==> src/hdl/record_clock_pkg.sv <==
// Constants, register map and bus carriers for the record clock generator
package record_clock_pkg;

    // ------------------------------------------------------------------
    // Bus geometry
    // ------------------------------------------------------------------
    localparam int ADDR_W = 12;
    localparam int IDX_W = 10;
    localparam int WORD_LSB = 2;
    localparam int DATA_W = 32;
    localparam int REG_W = 8;

    typedef logic [IDX_W-1:0] regIdx_t;
    typedef logic [REG_W-1:0] regByte_t;

    // ------------------------------------------------------------------
    // Register indices (byte address is four times the index)
    // ------------------------------------------------------------------
    localparam regIdx_t IDX_RESERVED_0F = 10'h00f;
    localparam regIdx_t IDX_RESERVED_10 = 10'h010;
    localparam regIdx_t IDX_RESERVED_11 = 10'h011;
    localparam regIdx_t IDX_REC_CLK_DIV = 10'h012;
    localparam regIdx_t IDX_REC_MOD_DIV = 10'h013;
    localparam regIdx_t IDX_REC_OSR = 10'h014;
    localparam regIdx_t IDX_RESERVED_15 = 10'h015;
    localparam regIdx_t IDX_RESERVED_16 = 10'h016;
    localparam regIdx_t IDX_RESERVED_17 = 10'h017;
    localparam regIdx_t IDX_RESERVED_18 = 10'h018;
    localparam regIdx_t IDX_CLK_OUT_SEL = 10'h019;
    localparam regIdx_t IDX_CLK_OUT_DIV = 10'h01a;
    localparam regIdx_t IDX_CLOCK_STATUS = 10'h040;

    // ------------------------------------------------------------------
    // Reset values
    // ------------------------------------------------------------------
    localparam regByte_t RST_RESERVED_0F = 8'h02;
    localparam regByte_t RST_RESERVED_10 = 8'h00;
    localparam regByte_t RST_RESERVED_11 = 8'h08;
    localparam regByte_t RST_REC_CLK_DIV = 8'h01;
    localparam regByte_t RST_REC_MOD_DIV = 8'h01;
    localparam regByte_t RST_REC_OSR = 8'h80;
    localparam regByte_t RST_RESERVED_15 = 8'h01;
    localparam regByte_t RST_RESERVED_16 = 8'h00;
    localparam regByte_t RST_RESERVED_17 = 8'h04;
    localparam regByte_t RST_RESERVED_18 = 8'h00;
    localparam regByte_t RST_CLK_OUT_SEL = 8'h00;
    localparam regByte_t RST_CLK_OUT_DIV = 8'h01;

    // ------------------------------------------------------------------
    // Field positions and codes
    // ------------------------------------------------------------------
    localparam int POWER_BIT = 7;
    localparam int DIV_MSB = 6;
    localparam int SEL_MSB = 2;
    localparam logic [6:0] DIV_CODE_MAX_RATIO = 7'h00;
    localparam logic [7:0] DIV_RATIO_MAX = 8'h80;
    localparam logic [7:0] OSR_CODE_256 = 8'h00;
    localparam logic [7:0] OSR_CODE_32 = 8'h20;
    localparam logic [7:0] OSR_CODE_64 = 8'h40;
    localparam logic [7:0] OSR_CODE_128 = 8'h80;
    localparam logic [8:0] OSR_RATIO_256 = 9'h100;
    localparam logic [8:0] OSR_RATIO_32 = 9'h020;
    localparam logic [8:0] OSR_RATIO_64 = 9'h040;
    localparam logic [8:0] OSR_RATIO_128 = 9'h080;
    localparam logic [8:0] OSR_RATIO_NONE = 9'h000;

    // Clock-output source select codes, also bit positions in the source vector
    typedef enum logic [2:0] {
        SRC_MASTER_CLK = 3'h0,
        SRC_BIT_CLK = 3'h1,
        SRC_DATA_IN = 3'h2,
        SRC_PLL_CLK = 3'h3,
        SRC_PLAYBACK_CLK = 3'h4,
        SRC_PLAYBACK_MOD_CLK = 3'h5,
        SRC_RECORD_CLK = 3'h6,
        SRC_RECORD_MOD_CLK = 3'h7
    } clkOutSrc_e;

    // Status register bit positions
    localparam int ST_REC_CLK = 0;
    localparam int ST_REC_MOD_CLK = 1;
    localparam int ST_REC_SAMPLE_CLK = 2;
    localparam int ST_CLK_OUT = 3;
    localparam int ST_OSR_RESERVED = 4;
    localparam int ST_REC_DIV_ON = 5;
    localparam int ST_REC_MOD_DIV_ON = 6;
    localparam int ST_CLK_OUT_DIV_ON = 7;

    // AXI4-Lite responses
    localparam logic [1:0] RESP_OKAY = 2'h0;
    localparam logic [1:0] RESP_DECERR = 2'h3;

    // ------------------------------------------------------------------
    // AXI4-Lite carriers
    // ------------------------------------------------------------------
    typedef struct packed {
        logic awvalid;
        logic [ADDR_W-1:0] awaddr;
        logic wvalid;
        logic [DATA_W-1:0] wdata;
        logic [3:0] wstrb;
        logic bready;
        logic arvalid;
        logic [ADDR_W-1:0] araddr;
        logic rready;
    } axiReq_s;

    typedef struct packed {
        logic awready;
        logic wready;
        logic bvalid;
        logic [1:0] bresp;
        logic arready;
        logic rvalid;
        logic [DATA_W-1:0] rdata;
        logic [1:0] rresp;
    } axiRsp_s;

endpackage

==> src/hdl/record_clock_gen.sv <==
// Record clock dividers, oversampling divider and clock-output path with AXI4-Lite registers
`timescale 1ns/10ps

// ----------------------------------------------------------------------
// Overview of operation
// ----------------------------------------------------------------------
// Overview of operation
// - Record divider off: record clock follows playback
// - Record divider code 0 means 128
// - Modulator divider off: follows playback modulator clock
// - Modulator divider code 0 means 128
// - Oversampling code zero gives ratio 256
// - Code 0x20 gives ratio 32
// - Code 0x40 gives ratio 64
// - Code 0x80 gives ratio 128
// - Output sources 0-3: master, bit, data, PLL
// - Output sources 4-7: playback and record clocks
// - Output divider power bit gates it
// - Output divider code 0 means 128

// ----------------------------------------------------------------------
// Edge-counting divider on sampled clock levels
// ----------------------------------------------------------------------
module record_clock_divider
#(
    parameter int RW = 8
)
(
    input wire logic sys_clk,
    input wire logic nrst,
    input wire logic enable,
    input wire logic [RW-1:0] ratio,
    input wire logic srcLvl,
    input wire logic srcRise,
    output logic divLvl,
    output logic divNext
);
    logic [RW-1:0] cnt_q;
    logic [RW-1:0] cnt_d;
    logic lvl_q;
    logic lvl_d;

    // Width below two cannot hold a ratio of two or more
    if (RW < 2)
    begin : badWidth
        $error("record_clock_divider: RW must be at least 2");
    end

    // Next count and level; high for the first half of each period
    always_comb
    begin
        cnt_d = cnt_q;
        lvl_d = lvl_q;
        if (!enable)
        begin
            cnt_d = '0;
            lvl_d = 1'b0;
        end
        else if (ratio == RW'(1))
        begin
            cnt_d = '0;
            lvl_d = srcLvl;
        end
        else if (srcRise)
        begin
            // Wrap with >= so a ratio lowered mid-period recovers at once
            cnt_d = (cnt_q >= ratio - RW'(1)) ? '0 : cnt_q + RW'(1);
            lvl_d = (cnt_d < (ratio >> 1));
        end
    end

    // Count and level registers
    always_ff @(posedge sys_clk or negedge nrst)
    begin
        if (!nrst)
        begin
            cnt_q <= '0;
            lvl_q <= 1'b0;
        end
        else
        begin
            cnt_q <= cnt_d;
            lvl_q <= lvl_d;
        end
    end

    assign divLvl = lvl_q;
    assign divNext = lvl_d;
endmodule // record_clock_divider

// ----------------------------------------------------------------------
// Top level
// ----------------------------------------------------------------------
module record_clock_gen
    import record_clock_pkg::*;
(
    input wire logic sys_clk,
    input wire logic nrst,
    input wire axiReq_s axiReq,
    output axiRsp_s axiRsp,
    input wire logic masterClk,
    input wire logic bitClk,
    input wire logic dataIn,
    input wire logic pllClk,
    input wire logic codecClkIn,
    input wire logic playbackClk,
    input wire logic playbackModClk,
    output logic recordClock,
    output logic recordModulatorClock,
    output logic recordSampleClock,
    output logic clockOutput
);
    localparam int NSRC = 7;
    localparam int PIN_MCLK = 0;
    localparam int PIN_BCLK = 1;
    localparam int PIN_DIN = 2;
    localparam int PIN_PLL = 3;
    localparam int PIN_PB = 4;
    localparam int PIN_PBMOD = 5;
    localparam int PIN_CODEC = 6;

    // ------------------------------------------------------------------
    // Functions
    // ------------------------------------------------------------------
    // Seven-bit divider code to ratio; all-zero code selects 128
    function automatic logic [7:0] divRatio(input logic [6:0] code);
        divRatio = (code == DIV_CODE_MAX_RATIO) ? DIV_RATIO_MAX : {1'b0, code};
    endfunction

    // Oversampling code to ratio; reserved codes yield zero
    function automatic logic [8:0] osrRatio(input logic [7:0] code);
        unique case (code)
            OSR_CODE_256: osrRatio = OSR_RATIO_256;
            OSR_CODE_32: osrRatio = OSR_RATIO_32;
            OSR_CODE_64: osrRatio = OSR_RATIO_64;
            OSR_CODE_128: osrRatio = OSR_RATIO_128;
            default: osrRatio = OSR_RATIO_NONE;
        endcase
    endfunction

    // Index lies in this bank's map
    function automatic logic isMapped(input regIdx_t idx);
        isMapped = (idx >= IDX_RESERVED_0F && idx <= IDX_CLK_OUT_DIV)
                   || idx == IDX_CLOCK_STATUS;
    endfunction

    // ------------------------------------------------------------------
    // Declarations
    // ------------------------------------------------------------------
    regByte_t recClkDiv_q;
    regByte_t recModDiv_q;
    regByte_t recOsr_q;
    regByte_t reserved10_q;
    logic [SEL_MSB:0] clkOutSel_q;
    regByte_t clkOutDiv_q;
    logic [NSRC-1:0] sync1_q;
    logic [NSRC-1:0] sync2_q;
    logic [NSRC-1:0] sync3_q;
    logic [NSRC-1:0] pinLvl_q;
    logic [NSRC-1:0] pinLvl_d;
    logic [NSRC-1:0] pinRise;
    logic recDivLvl;
    logic recDivNext;
    logic recClk_q;
    logic recClk_d;
    logic recRise;
    logic modDivLvl;
    logic modDivNext;
    logic recMod_q;
    logic recMod_d;
    logic recModRise;
    logic [8:0] osrRatioNow;
    logic osrReserved;
    logic sampleLvl;
    logic sampleNext;
    logic [7:0] outSrcLvl;
    logic [7:0] outSrcRise;
    logic outDivLvl;
    logic outDivNext;
    logic awHeld_q;
    logic [IDX_W-1:0] awIdx_q;
    logic wHeld_q;
    logic [DATA_W-1:0] wData_q;
    logic wLane0_q;
    logic bValid_q;
    logic [1:0] bResp_q;
    logic rValid_q;
    logic [DATA_W-1:0] rData_q;
    logic [1:0] rResp_q;
    logic doWrite;
    logic wrLane;
    regIdx_t arIdx;
    regByte_t rdByte;
    regByte_t statusByte;

    // ------------------------------------------------------------------
    // Pin synchronisers: three stages, level moves once stages 2 and 3 agree
    // ------------------------------------------------------------------
    always_ff @(posedge sys_clk or negedge nrst)
    begin
        if (!nrst)
        begin
            sync1_q <= '0;
            sync2_q <= '0;
            sync3_q <= '0;
            pinLvl_q <= '0;
        end
        else
        begin
            sync1_q <= {codecClkIn, playbackModClk, playbackClk, pllClk,
                        dataIn, bitClk, masterClk};
            sync2_q <= sync1_q;
            sync3_q <= sync2_q;
            pinLvl_q <= pinLvl_d;
        end
    end

    // Agreement filter and rising-edge detect
    assign pinLvl_d = (sync2_q & sync3_q) | (pinLvl_q & (sync2_q | sync3_q));
    assign pinRise = pinLvl_d & ~pinLvl_q;

    // ------------------------------------------------------------------
    // Record clock divider
    // ------------------------------------------------------------------
    record_clock_divider #(.RW(8)) recDiv (
        .sys_clk(sys_clk),
        .nrst(nrst),
        .enable(recClkDiv_q[POWER_BIT]),
        .ratio(divRatio(recClkDiv_q[DIV_MSB:0])),
        .srcLvl(pinLvl_d[PIN_CODEC]),
        .srcRise(pinRise[PIN_CODEC]),
        .divLvl(recDivLvl),
        .divNext(recDivNext)
    );

    // Powered-down divider hands over the playback clock
    assign recClk_d = recClkDiv_q[POWER_BIT] ? recDivNext : pinLvl_d[PIN_PB];
    assign recRise = recClk_d & ~recClk_q;

    // ------------------------------------------------------------------
    // Record modulator divider, fed by the record clock
    // ------------------------------------------------------------------
    record_clock_divider #(.RW(8)) modDiv (
        .sys_clk(sys_clk),
        .nrst(nrst),
        .enable(recModDiv_q[POWER_BIT]),
        .ratio(divRatio(recModDiv_q[DIV_MSB:0])),
        .srcLvl(recClk_d),
        .srcRise(recRise),
        .divLvl(modDivLvl),
        .divNext(modDivNext)
    );

    // Powered-down divider hands over the playback modulator clock
    assign recMod_d = recModDiv_q[POWER_BIT] ? modDivNext : pinLvl_d[PIN_PBMOD];
    assign recModRise = recMod_d & ~recMod_q;

    // Clock level registers
    always_ff @(posedge sys_clk or negedge nrst)
    begin
        if (!nrst)
        begin
            recClk_q <= 1'b0;
            recMod_q <= 1'b0;
        end
        else
        begin
            recClk_q <= recClk_d;
            recMod_q <= recMod_d;
        end
    end

    // ------------------------------------------------------------------
    // Oversampling divider down to the record sample rate
    // ------------------------------------------------------------------
    // A reserved code stops the sample clock rather than guess a ratio
    assign osrRatioNow = osrRatio(recOsr_q);
    assign osrReserved = (osrRatioNow == OSR_RATIO_NONE);

    record_clock_divider #(.RW(9)) osrDiv (
        .sys_clk(sys_clk),
        .nrst(nrst),
        .enable(!osrReserved),
        .ratio(osrRatioNow),
        .srcLvl(recMod_d),
        .srcRise(recModRise),
        .divLvl(sampleLvl),
        .divNext(sampleNext)
    );

    // ------------------------------------------------------------------
    // Clock-output source multiplexer and divider
    // ------------------------------------------------------------------
    // Vector ordered by select code
    assign outSrcLvl = {recMod_d, recClk_d, pinLvl_d[PIN_PBMOD], pinLvl_d[PIN_PB],
                        pinLvl_d[PIN_PLL], pinLvl_d[PIN_DIN], pinLvl_d[PIN_BCLK],
                        pinLvl_d[PIN_MCLK]};
    assign outSrcRise = {recModRise, recRise, pinRise[PIN_PBMOD], pinRise[PIN_PB],
                         pinRise[PIN_PLL], pinRise[PIN_DIN], pinRise[PIN_BCLK],
                         pinRise[PIN_MCLK]};

    record_clock_divider #(.RW(8)) outDiv (
        .sys_clk(sys_clk),
        .nrst(nrst),
        .enable(clkOutDiv_q[POWER_BIT]),
        .ratio(divRatio(clkOutDiv_q[DIV_MSB:0])),
        .srcLvl(outSrcLvl[clkOutSel_q]),
        .srcRise(outSrcRise[clkOutSel_q]),
        .divLvl(outDivLvl),
        .divNext(outDivNext)
    );

    assign recordClock = recClk_q;
    assign recordModulatorClock = recMod_q;
    assign recordSampleClock = sampleLvl;
    assign clockOutput = outDivLvl;

    // ------------------------------------------------------------------
    // AXI4-Lite write channels
    // ------------------------------------------------------------------
    // Address and data are parked independently; the write fires once both are in
    assign doWrite = awHeld_q & wHeld_q & ~bValid_q;
    assign wrLane = doWrite & wLane0_q;

    always_ff @(posedge sys_clk or negedge nrst)
    begin
        if (!nrst)
        begin
            awHeld_q <= 1'b0;
            awIdx_q <= '0;
        end
        else if (axiReq.awvalid && !awHeld_q)
        begin
            awHeld_q <= 1'b1;
            awIdx_q <= axiReq.awaddr[ADDR_W-1:WORD_LSB];
        end
        else if (doWrite)
        begin
            awHeld_q <= 1'b0;
        end
    end

    always_ff @(posedge sys_clk or negedge nrst)
    begin
        if (!nrst)
        begin
            wHeld_q <= 1'b0;
            wData_q <= '0;
            wLane0_q <= 1'b0;
        end
        else if (axiReq.wvalid && !wHeld_q)
        begin
            wHeld_q <= 1'b1;
            wData_q <= axiReq.wdata;
            wLane0_q <= axiReq.wstrb[0];
        end
        else if (doWrite)
        begin
            wHeld_q <= 1'b0;
        end
    end

    // Write response
    always_ff @(posedge sys_clk or negedge nrst)
    begin
        if (!nrst)
        begin
            bValid_q <= 1'b0;
            bResp_q <= RESP_OKAY;
        end
        else if (doWrite)
        begin
            bValid_q <= 1'b1;
            bResp_q <= isMapped(awIdx_q) ? RESP_OKAY : RESP_DECERR;
        end
        else if (axiReq.bready)
        begin
            bValid_q <= 1'b0;
        end
    end

    // ------------------------------------------------------------------
    // Control registers; read-only reserved bytes keep their defaults
    // ------------------------------------------------------------------
    always_ff @(posedge sys_clk or negedge nrst)
    begin
        if (!nrst)
        begin
            recClkDiv_q <= RST_REC_CLK_DIV;
            recModDiv_q <= RST_REC_MOD_DIV;
            recOsr_q <= RST_REC_OSR;
        end
        else if (wrLane)
        begin
            if (awIdx_q == IDX_REC_CLK_DIV)
                recClkDiv_q <= wData_q[REG_W-1:0];
            if (awIdx_q == IDX_REC_MOD_DIV)
                recModDiv_q <= wData_q[REG_W-1:0];
            if (awIdx_q == IDX_REC_OSR)
                recOsr_q <= wData_q[REG_W-1:0];
        end
    end

    // Clock-output registers and writable reserved byte 0x10; select keeps only its three live bits
    always_ff @(posedge sys_clk or negedge nrst)
    begin
        if (!nrst)
        begin
            clkOutSel_q <= RST_CLK_OUT_SEL[SEL_MSB:0];
            clkOutDiv_q <= RST_CLK_OUT_DIV;
            reserved10_q <= RST_RESERVED_10;
        end
        else if (wrLane)
        begin
            if (awIdx_q == IDX_CLK_OUT_SEL)
                clkOutSel_q <= wData_q[SEL_MSB:0];
            if (awIdx_q == IDX_CLK_OUT_DIV)
                clkOutDiv_q <= wData_q[REG_W-1:0];
            if (awIdx_q == IDX_RESERVED_10)
                reserved10_q <= wData_q[REG_W-1:0];
        end
    end

    // ------------------------------------------------------------------
    // Read path
    // ------------------------------------------------------------------
    assign arIdx = axiReq.araddr[ADDR_W-1:WORD_LSB];

    // Live clock levels and ratio/power flags for software polling; levels sampled, so slow clocks only
    always_comb
    begin
        statusByte = '0;
        statusByte[ST_REC_CLK] = recClk_q;
        statusByte[ST_REC_MOD_CLK] = recMod_q;
        statusByte[ST_REC_SAMPLE_CLK] = sampleLvl;
        statusByte[ST_CLK_OUT] = outDivLvl;
        statusByte[ST_OSR_RESERVED] = osrReserved;
        statusByte[ST_REC_DIV_ON] = recClkDiv_q[POWER_BIT];
        statusByte[ST_REC_MOD_DIV_ON] = recModDiv_q[POWER_BIT];
        statusByte[ST_CLK_OUT_DIV_ON] = clkOutDiv_q[POWER_BIT];
    end

    // Register read multiplexer
    always_comb
    begin
        rdByte = '0;
        unique case (arIdx)
            IDX_RESERVED_0F: rdByte = RST_RESERVED_0F;
            IDX_RESERVED_10: rdByte = reserved10_q;
            IDX_RESERVED_11: rdByte = RST_RESERVED_11;
            IDX_REC_CLK_DIV: rdByte = recClkDiv_q;
            IDX_REC_MOD_DIV: rdByte = recModDiv_q;
            IDX_REC_OSR: rdByte = recOsr_q;
            IDX_RESERVED_15: rdByte = RST_RESERVED_15;
            IDX_RESERVED_16: rdByte = RST_RESERVED_16;
            IDX_RESERVED_17: rdByte = RST_RESERVED_17;
            IDX_RESERVED_18: rdByte = RST_RESERVED_18;
            IDX_CLK_OUT_SEL: rdByte = {{(REG_W-SEL_MSB-1){1'b0}}, clkOutSel_q};
            IDX_CLK_OUT_DIV: rdByte = clkOutDiv_q;
            IDX_CLOCK_STATUS: rdByte = statusByte;
            default: rdByte = '0;
        endcase
    end

    // Read data channel
    always_ff @(posedge sys_clk or negedge nrst)
    begin
        if (!nrst)
        begin
            rValid_q <= 1'b0;
            rData_q <= '0;
            rResp_q <= RESP_OKAY;
        end
        else if (axiReq.arvalid && !rValid_q)
        begin
            rValid_q <= 1'b1;
            rData_q <= {{(DATA_W-REG_W){1'b0}}, rdByte};
            rResp_q <= isMapped(arIdx) ? RESP_OKAY : RESP_DECERR;
        end
        else if (axiReq.rready)
        begin
            rValid_q <= 1'b0;
        end
    end

    // Handshake outputs
    assign axiRsp.awready = ~awHeld_q;
    assign axiRsp.wready = ~wHeld_q;
    assign axiRsp.bvalid = bValid_q;
    assign axiRsp.bresp = bResp_q;
    assign axiRsp.arready = ~rValid_q;
    assign axiRsp.rvalid = rValid_q;
    assign axiRsp.rdata = rData_q;
    assign axiRsp.rresp = rResp_q;
endmodule // record_clock_gen

==> config.mk <==
export PLATFORM = sky130hd
export DESIGN_NAME = record_clock_gen
export DESIGN_NICKNAME = d
export VERILOG_FILES = /design/src/hdl/record_clock_pkg.sv /design/src/hdl/record_clock_gen.sv
export SDC_FILE = /design/constraint.sdc
export NUM_CORES = 1
export LEC_CHECK = 0
export BUFFER_PORTS_ARGS = -buffer_cell sky130_fd_sc_hd__clkbuf_2
export CAP_MARGIN = 20
export CORE_MARGIN = 2
export CORE_UTILIZATION = 59
export CTS_BUF_LIST = sky130_fd_sc_hd__clkbuf_2 sky130_fd_sc_hd__clkbuf_4 sky130_fd_sc_hd__clkbuf_8
export DETAILED_ROUTE_END_ITERATION = 8
export GPL_ROUTABILITY_DRIVEN = 1
export GPL_TIMING_DRIVEN = 0
export PLACE_DENSITY = 0.83
export SLEW_MARGIN = 10
export SYNTH_ARGS = -nofsm -noshare
export SYNTH_HDL_FRONTEND = slang
export SYNTH_SLANG_ARGS = --single-unit
==> constraint.sdc <==
create_clock -name sys_clk -period 7.8 [get_ports sys_clk]
set_clock_uncertainty 0.15 [all_clocks]
set_input_delay 0.78 -clock sys_clk [delete_from_list [all_inputs] [get_ports sys_clk]]
set_output_delay 0.78 -clock sys_clk [all_outputs]
set_load 0.05 [all_outputs]
After elaboration in Yosys (flattened, before gate mapping)
Cells that the tools add are included.
Storage, ports and cells
  register bits after elaboration: 145
  input port bits: 74
  output and inout bits: 45
Operators by class
  add/subtract/negate cells: 8
  $lt $le $gt $ge: 13
  equality and inequality tests: 28
  multiplexer cells: 48
  bitwise operators: 17
  reductions and logical operators: 26
Operator list (number)
  equality test 10 x 5 -> 1 bit, second input constant: 15
  2-to-1 mux 8 bit: 15
  case mux 8 bit (11 select lines): 1
  2-to-1 mux 9 bit: 4
  case mux 9 bit (4 select lines): 1
  adder 8 x 1 -> 8 bit, second input constant: 3
  equality test 8 x 1 -> 1 bit, second input constant: 3
  >= comparator 8 bit: 3
  less-than comparator 8 x 7 -> 1 bit: 3
  subtractor 8 x 1 -> 8 bit, second input constant: 3
  2-to-1 mux 1 bit: 23
  bitwise AND 7 bit: 3
  zero test 7 bit: 3
  equality test 10 x 7 -> 1 bit, second input constant: 2
  >= comparator 10 x 4 -> 1 bit, second input constant: 2
  <= comparator 10 x 5 -> 1 bit, second input constant: 2
  OR 7 bit: 2
  AND reduction 2 bit: 6
  equality test 10 x 4 -> 1 bit, second input constant: 1
  adder 9 x 1 -> 9 bit, second input constant: 1
  equality test 9 x 1 -> 1 bit, second input constant: 1
  >= comparator 9 bit: 1
  zero test 9 bit: 1
  less-than comparator 9 x 8 -> 1 bit: 1
  17 further kinds: 40

Logic depth before layout (Yosys ltp)
Gate-level depths: netlist of run 1.
  depth after elaboration: 21
  mapped depth: 26
  depth with buffers taken out: 23

Hierarchy
Synthesis of run 1 repeated with hierarchy kept, for this count alone.
Second synthesis, totals
  cells, all modules: 1028
  area total of the unflattened synthesis: 9711.8 sq um
By module, submodules not included
  record_clock_gen: times used 1, cells each 447, area each 5134.9 sq um
  record_clock_divider (osrDiv): times used 1, cells each 156, area each 1262.5 sq um
  record_clock_divider (modDiv): times used 1, cells each 142, area each 1111.1 sq um
  record_clock_divider (recDiv): times used 1, cells each 142, area each 1108.6 sq um
  record_clock_divider (outDiv): times used 1, cells each 141, area each 1094.8 sq um

Least setup slack after synthesis of run 1
No wires, ideal clock.
  path type: register to register
  start: register recClkDiv_q[0]
  end: register outDiv.lvl_q (netlist: outDiv.divLvl)
  setup time: 0.128 ns
  arrival: 4.944 ns
  data required time: 7.522 ns
  slack: 2.577 ns
  cell stages (with the launch flop): 24
  path through: dfstp_2 inv_1 ha_1 nor3_1 a21oi_1 or3_1 ha_1 nand4_1 o31ai_2 clkbuf_1 nor2_1 ha_1 a211oi_1 nand2_1 o21ai_0 o211ai_1 o21a_1 inv_2 nand2b_1 buf_2 o31ai_2 or2_1 buf_4 o32ai_1
On the way
  word-level cells in the longest chain between the ends: 19
  elaborated cells between the ends (all ways): 24
  classes of those cells: 1 x add/sub; 2 x order compare; 2 x eq/ne; 16 x mux; 2 x bitwise; 1 x reduce/logical
Ends and longest elaborated chain
  start: declaration: RTL line record_clock_gen.sv:150  | regByte_t recClkDiv_q;
  start signal: assignment: RTL line record_clock_gen.sv:396  | recClkDiv_q <= wData_q[REG_W-1:0];
  zero test 7 bit: RTL line record_clock_gen.sv:127  | divRatio = (code == DIV_CODE_MAX_RATIO) ? DIV_RATIO_MAX : {1'b0, code};
  2-to-1 mux 8 bit (*): RTL line record_clock_gen.sv:127
  subtractor 8 x 1 -> 8 bit: RTL line record_clock_gen.sv:67  | cnt_d = (cnt_q >= ratio - RW'(1)) ? '0 : cnt_q + RW'(1);
  >= comparator 8 bit: RTL line record_clock_gen.sv:67
  2-to-1 mux 8 bit: RTL line record_clock_gen.sv:67
  less-than comparator 8 x 7 -> 1 bit: RTL line record_clock_gen.sv:68  | lvl_d = (cnt_d < (ratio >> 1));
  2-to-1 mux 1 bit: RTL line record_clock_gen.sv:64  | else if (srcRise)
  2-to-1 mux 1 bit (*): RTL line record_clock_gen.sv:59  | else if (ratio == RW'(1))
  [2 not listed]
  named net modDiv.srcLvl: RTL line record_clock_gen.sv:33  | input wire logic srcLvl,
  [1 not listed]
  2-to-1 mux 1 bit: RTL line record_clock_gen.sv:64
  2-to-1 mux 1 bit: RTL line record_clock_gen.sv:59
  2-to-1 mux 1 bit: RTL line record_clock_gen.sv:54  | if (!enable)
  2-to-1 mux 1 bit: RTL line record_clock_gen.sv:255  | assign recMod_d = recModDiv_q[POWER_BIT] ? modDivNext : pinLvl_d[PIN_PBMOD];
  bitwise AND 1 bit / binary-select mux 1 bit (select 3 bit) (equally long branches): RTL line record_clock_gen.sv:256, record_clock_gen.sv:307
  binary-select mux 1 bit (select 3 bit) / 2-to-1 mux 1 bit (equally long branches): RTL line record_clock_gen.sv:308, record_clock_gen.sv:307
  2-to-1 mux 1 bit (on tied branches): RTL line record_clock_gen.sv:308, record_clock_gen.sv:59
  inequality test 3 x 1 -> 1 bit (no line) / 2-to-1 mux 1 bit (equally long branches)
  end signal: assignment: RTL line record_clock_gen.sv:83  | lvl_q <= lvl_d;
  end: declaration: RTL line record_clock_gen.sv:40  | logic lvl_q;
The timed path passes the listed nets; every way through them passes the cells marked *. The select of a mux whose other input is x is not followed.
A chain may end at the register's enable or synchronous reset.

Worst setup path in the final report of run 1
Same ends and word-level chain as after synthesis.

==> reports/metrics.yaml, run 1 <==
placed_design:
  pre_cts_ws_ps: 1550
  hpwl_mm: 14.9
  io_buffers: 61
  gp_congestion: 0.925
  place_area_um2: 9290
floorplan:
  chipHeight_um: 125
  dieWidth_um: 125
  row_count: 44
  core_um2: 14400
  die_area_um2: 15600
  initial_core_util: 0.599
  pin_count: 119
sta:
  tns_ps: 0
  timing.fmax_mhz: 157
  worst_pin_slew_ps: 854
  min_period_over_period: 0.816
  hold_viol_final: 0
  rsz0062_at_grt: "no"
  fin_crit_ps: 6360
  worst_slack_ps: 1440
  setup_viol_count_final: 0
  slew_violations: 0
  maxSlewHeadroom: 0.429
clock_network:
  holdBufCountCts: 0
  path_clk_slew_ps: 90
  cts_tree: "done"
  clock-sinks: 143
  clk_latency_ps: 470
  cts_buffers: 17
  ctsResizeCount: 0
  cts_root_buf: "clkbuf_8"
  h-tree-depth: 4
  cts_setup_buffers: 0
  clk_path_buf_depth: 2
global_route:
  track_usage: 0.266
  grt_pass1_wl_mm: 33.7
  grt_pass1_vias: 6872
  grt.overflow.total: 0
  grt_max_degree: 98
  antenna_found_initial: 0
final_layout:
  stdcell_area_um2: 9650
  multi_input_area_um2: 4670
  antennaDiodeCount: 0
  fin_util: 0.669
  layout.nets: 1121
  ff_latch_area_um2: 3580
  num-fill-cells: 1144
  area_growth_pct: 11.7
  drive_gt1_frac: 0.207
power_and_ir_drop:
  static-leakage-power_nw: 4.47
  combPwrFrac: 0.244
  powerDensity_nw_per_um2: 206
  switching_power_w: 0.000727
  pwr-share-clk: 0.275
  ir_drop_uv: 219
  p_int_w: 0.00126
  swShare: 0.366
  seqPwrFrac: 0.481
yosys:
  synth.distinct_cells: 80
  yosysWarnings: 0
  ys_seq_area_frac: 0.415
  async_reset_ff_frac: 1.00
  synth-seq-cells: 143
  synth_edf_count: 0
  synth_area_um2: 8640
  ys.flop_type: "dfrtp_1"
  syn_area_per_cell_um2: 9.79
  synthCells: 882
run:
  maxCapViolations: 0
worst_setup_path:
  start_kind: "flop"
  worstPathRequired_ps: 7990
  crit_arrival_ps: 6550
  crit_type: "reg -> reg"
  rrSetupSlack_ps: 1440
  cp-end-kind: "flop"
  cp_max_fo: 10
  r2r_end: "outDiv.divLvl"
  reg2regPathDepth: 23
  timing.rr.start: "recClkDiv_q[0]"
drt:
  drtPass1Iterations: 7
  drt_wl_total_mm: 20.0
  wl_met1_mm: 8.60
  top_layer: "met4"
  vias: 7031
  routedWlPerCell_um: 16.9
  drtIter0Drc: 657
  drt.antenna.violating_nets: 0
  via_per_inst: 5.94
  wl_met3_mm: 1.18
  wl_met2_mm: 9.80
  drc: 0
hold_path:
  hold_path_class: "in -> async"
run_status:
  outcome: "complete, no violations"
-- sequential cells by signal (all words and copies together) (netlist names), 3 cells and up --
signal	cells
recDiv.cnt_q	8
rData_q	8
sync1_q	7
sync2_q	7
recOsr_q	8
recModDiv_q	8
outDiv.cnt_q	8
clkOutSel_q	3
osrDiv.cnt_q	9
wData_q	8
pinLvl_q	7
clkOutDiv_q	8
reserved10_q	8
sync3_q	7
recClkDiv_q	8
modDiv.cnt_q	8
awIdx_q	10
-- area by class of cell --
class                      instances  share of cell area
clock inverter                    13              0.0110
clock buffer                      19              0.0258
inverter                          41              0.0159
buffer                            53              0.0323
timing repair buffer              62              0.0354
tap                              184              0.0239
multi-input combinational        668               0.484
sequential                       143               0.371
-- cell usage after synthesis (10+ instances only) --
master	instances	area (um^2)
o21ai_1	10	50.1
nor2_1	78	293
nand3_1	31	155
xor2_1	16	140
dfrtp_1	139	3480
o21ai_0	35	175
nand2b_1	12	75.1
ha_1	61	763
o211ai_1	13	97.6
a21oi_1	44	220
clkbuf_1	20	75.1
xnor2_1	20	175
buf_4	29	218
nand2_1	82	308
mux2_2	53	597
inv_1	39	146
nor3_1	15	75.1
a22o_1	11	96.3
-- worst max-delay path, cell delays in order, from the launching register on --
cell and delay, ps:
dfstp_2 590, inv_1 80, ha_1 280, nor3_1 210
a21oi_1 50, or3_1 350, ha_1 330, nand4_1 100
o31ai_2 700, clkbuf_1 400, nor2_1 120, ha_1 330
a211oi_1 260, nand2_1 70, o21ai_0 350, o211ai_1 190
o21a_1 260, inv_2 80, nand2b_1 60, buf_2 180
o31ai_2 640, or2_1 180, buf_4 150, o32ai_1 80
-- worst max-delay path by stage --
stage | start | endpoint | slack, ps
floorplan | recClkDiv_q[0] | outDiv.divLvl | 2580
global placement | recClkDiv_q[1] | outDiv.cnt_q[3] | 1620
detailed placement | recClkDiv_q[1] | outDiv.divLvl | 1550
CTS | recClkDiv_q[1] | outDiv.divLvl | 1500
global route | recClkDiv_q[1] | outDiv.cnt_q[5] | 970
finish | recClkDiv_q[0] | outDiv.divLvl | 1440
-- power groups by stage --
stage	registers, W	logic (W)	clock network (W)
after floorplan	0.000936	0.000361	0
after global placement	0.000960	0.000464	0
after detailed placement	0.000964	0.000483	0
after CTS	0.000951	0.000486	0.000551
after global routing	0.000967	0.000533	0.000587
final	0.000956	0.000485	0.000547
-- through the flow --
step	std cells	hold WS, ps	power, W
CTS	1183	95.6	0.00199
detailed placement	1151	186	0.00145
global placement	1150	184	0.00142
finish	1183	94.6	0.00199
global route	1183	116	0.00209
floorplan	905	181	0.00130
-- metal layers --
layer,GRT usage,up-vias
met2,0.436,243
met3,0.0565,47
met5,0,-
met1,0.351,3403
met4,0.0954,0
li1,-,3338
-- kinds of logic (layout without fill, tap and decap cells) --
logic type / Yosys count / count (layout) / share of synthesized area
and+or+nand+nor: 289 / 289 / 0.165
AOI/OAI and AO/OA: 186 / 186 / 0.149
DFF: 143 / 143 / 0.415
buffers and inverters: 94 / 188 / 0.0539
adders and majority gates: 68 / 68 / 0.0965
muxes: 65 / 65 / 0.0835
xor gates and xnor gates: 36 / 36 / 0.0365
other: 1 / 24 / 0.000434
-- cell usage in the layout (no fill, tap or decap), types with 4 or more instances in the layout --
cell,instances
conb_1,24
o211ai_1,13
nand2b_1,12
nor2_1,78
a22oi_1,8
and2_1,4
nor2b_1,7
clkbuf_1,20
and3_1,6
o21a_1,9
clkinvlp_4,5
inv_1,39
ha_1,61
clkbuf_8,18
a22o_1,11
a211oi_1,6
a221oi_1,6
nor3_1,15
nand2_1,82
maj3_1,7
clkbuf_2,60
nor4_1,7
o21ai_1,10
nor3b_1,4
buf_4,29
nand3_1,31
nand3b_1,6
dfrtp_1,139
nor2_2,4
dfstp_2,4
o21ai_0,35
nand4_1,8
xnor2_1,20
xor2_1,16
a21oi_1,44
mux2i_1,9
mux2_2,53
or3_1,4
a21o_1,6
Power figures use the tool's default switching activity.
==> inputs of run 2 (changes only) <==
Clock period 7.8 ns to 6.5 ns, I/O delays scaled along.
==> run 2 against run 1 <==
Net effect: sequential cell count stayed put; wire length shrank 0.39%; count of clock-buffer cells in the layout stayed put; critical path type unchanged; largest cell class unchanged; critical path depth grew 2; highest routed layer unchanged; clock power increased by 19%; largest power group unchanged; cell area up 0.30%; global-route usage did not move; core utilization grew 0.20 points.
==> reports/metrics.yaml, run 2 (synthesis gave the netlist of run 1 again) <==
sta:
  tns_ps: 0
  min_period_over_period: 0.922
  hold_viol_final: 0
  rsz0062_at_grt: "no"
  fin_crit_ps: 5990
  worst_pin_slew_ps: 847
  maxSlewHeadroom: 0.434
  timing.fmax_mhz: 167
  setup_viol_count_final: 0
  slew_violations: 0
worst_setup_path:
  cp_max_fo: 10
  start_kind: "flop"
  slowest_delay_ps: 520
  crit_type: "reg -> reg"
  crit_slowest_cell: "o31ai_4"
  worstPathRequired_ps: 6690
  crit_arrival_ps: 6180
  timing.rr.start: "recClkDiv_q[1]"
  cp-end-kind: "flop"
  crit_start: "recClkDiv_q[1]"
  crit_top_cell: "ha_1"
power_and_ir_drop:
  swShare: 0.364
  switching_power_w: 0.000868
  powerDensity_nw_per_um2: 246
  seqPwrFrac: 0.481
  pwr-share-clk: 0.274
  ir_drop_uv: 263
  combPwrFrac: 0.245
  p_int_w: 0.00151
  static-leakage-power_nw: 4.47
placed_design:
  io_buffers: 61
  gp_congestion: 0.925
  dp_cells: 1151
  place_area_um2: 9290
  hpwl_mm: 14.9
floorplan:
  initial_core_util: 0.599
  row_count: 44
  core_um2: 14400
  die_area_um2: 15600
  pin_count: 119
  chipHeight_um: 125
  dieWidth_um: 125
drt:
  routedWlPerCell_um: 16.9
  drtPass1Iterations: 6
  via_per_inst: 5.91
  drt.antenna.violating_nets: 0
  drt_wl_total_mm: 20.0
  vias: 6998
  drtIter0Drc: 652
  drc: 0
final_layout:
  most-common-layout-cells: "dfrtp_1, nand2_1, nor2_1"
  stdcell_area_um2: 9680
  largest_register: "awIdx_q"
  layout_commonest_cell: "dfrtp_1"
  final_cells: 1184
  antennaDiodeCount: 0
  drive_gt1_frac: 0.207
  layout.nets: 1122
  largest_register_ffs: 10
  reg_top3: "awIdx_q (10), osrDiv.cnt_q (9)"
  area_growth_pct: 12.1
hold_path:
  hold_path_class: "in -> reg"
  hp-start: "playbackModClk"
clock_network:
  path_clk_slew_ps: 90
  cts_tree: "done"
  cts_root_buf: "clkbuf_8"
  clk_latency_ps: 470
  h-tree-depth: 4
  clock-sinks: 143
  cts_buffers: 17
  clk_path_buf_depth: 2
  cts_setup_buffers: 0
global_route:
  antenna_found_initial: 0
  grt_pass1_vias: 6872
  grt_max_degree: 98
  track_usage: 0.266
  grt.overflow.total: 0
  grt_pass1_wl_mm: 33.7
run_status:
  outcome: "complete, no violations"
run:
  maxCapViolations: 0
-- run 2: cell count changes in the layout (fill, tap and decap cells not counted), sizes merged --
cell,previous run,this run
dlygate4sd3,0,1
-- run 2: repair_timing --
item,in CTS,in global routing
gates resized for setup,0,3
hold endpoints to repair,46,0
endpoints found under the setup margin,0,9
hold buffers,1,0
-- run 2: routing by layer --
metal / routed length, um / vias up / global-route usage
li1: - / 3342 / -
met1: 8510 / 3392 / 0.351
met2: 9800 / 226 / 0.436
met3: 1200 / 38 / 0.0561
met4: 462 / 0 / 0.0954
met5: 0 / - / 0
-- run 2: worst max-delay path, delay by kind of cell (launching register included) --
kind / cells / cell delay (ps)
compound gates: 7 / 2110
buf+inv: 6 / 1060
flops: 1 / 420
xor+xnor: 1 / 150
simple gates: 8 / 1010
fa+ha+maj: 3 / 950
-- run 2: final cells by class --
| class | count | area, um^2 |
|---|---|---|
| fill | 1139 | 4750 |
| multi-input combinational | 668 | 4690 |
| sequential | 143 | 3580 |
| timing repair buffer | 63 | 352 |
| buffer | 53 | 312 |
| clock buffer | 19 | 249 |
| tap | 184 | 230 |
| inverter | 41 | 154 |
| clock inverter | 13 | 106 |
-- run 2: power groups by stage --
stage          Combinational, W  Clock, W  Sequential [W]
2_1_floorplan          0.000433         0         0.00112
3_3_place_gp           0.000557         0         0.00115
3_5_place_dp           0.000579         0         0.00116
4_1_cts                0.000584  0.000661         0.00114
5_1_grt                0.000642  0.000705         0.00116
6_report               0.000584  0.000653         0.00114
-- run 2: path summary, 6_finish.rpt --
| kind | endpoint | slack (ps) | cells after the start |
|---|---|---|---|
| max in group asynchronous | recModDiv_q[0] | 4850 | 3 |
| min in group asynchronous | osrDiv.cnt_q[2] | 540 | 2 |
| setup / recovery | outDiv.divLvl | 510 | 25 |
| hold / removal | sync1_q[5] | 140 | 1 |
| hold reg to reg | sync2_q[2] | 200 | 0 |
| setup reg to reg | outDiv.divLvl | 510 | 25 |
-- run 2: metrics by stage --
| step | worst slack [ps] | hold WS, ps | util | total power (W) |
|---|---|---|---|---|
| finish | 506 | 139 | 0.671 | 0.00238 |
| global route | 34.8 | 123 | 0.671 | 0.00251 |
| CTS | 201 | 123 | 0.670 | 0.00239 |
| detailed placement | 245 | 186 | 0.644 | 0.00174 |
| global placement | 320 | 184 | 0.642 | 0.00171 |
| floorplan | 1280 | 181 | - | 0.00156 |
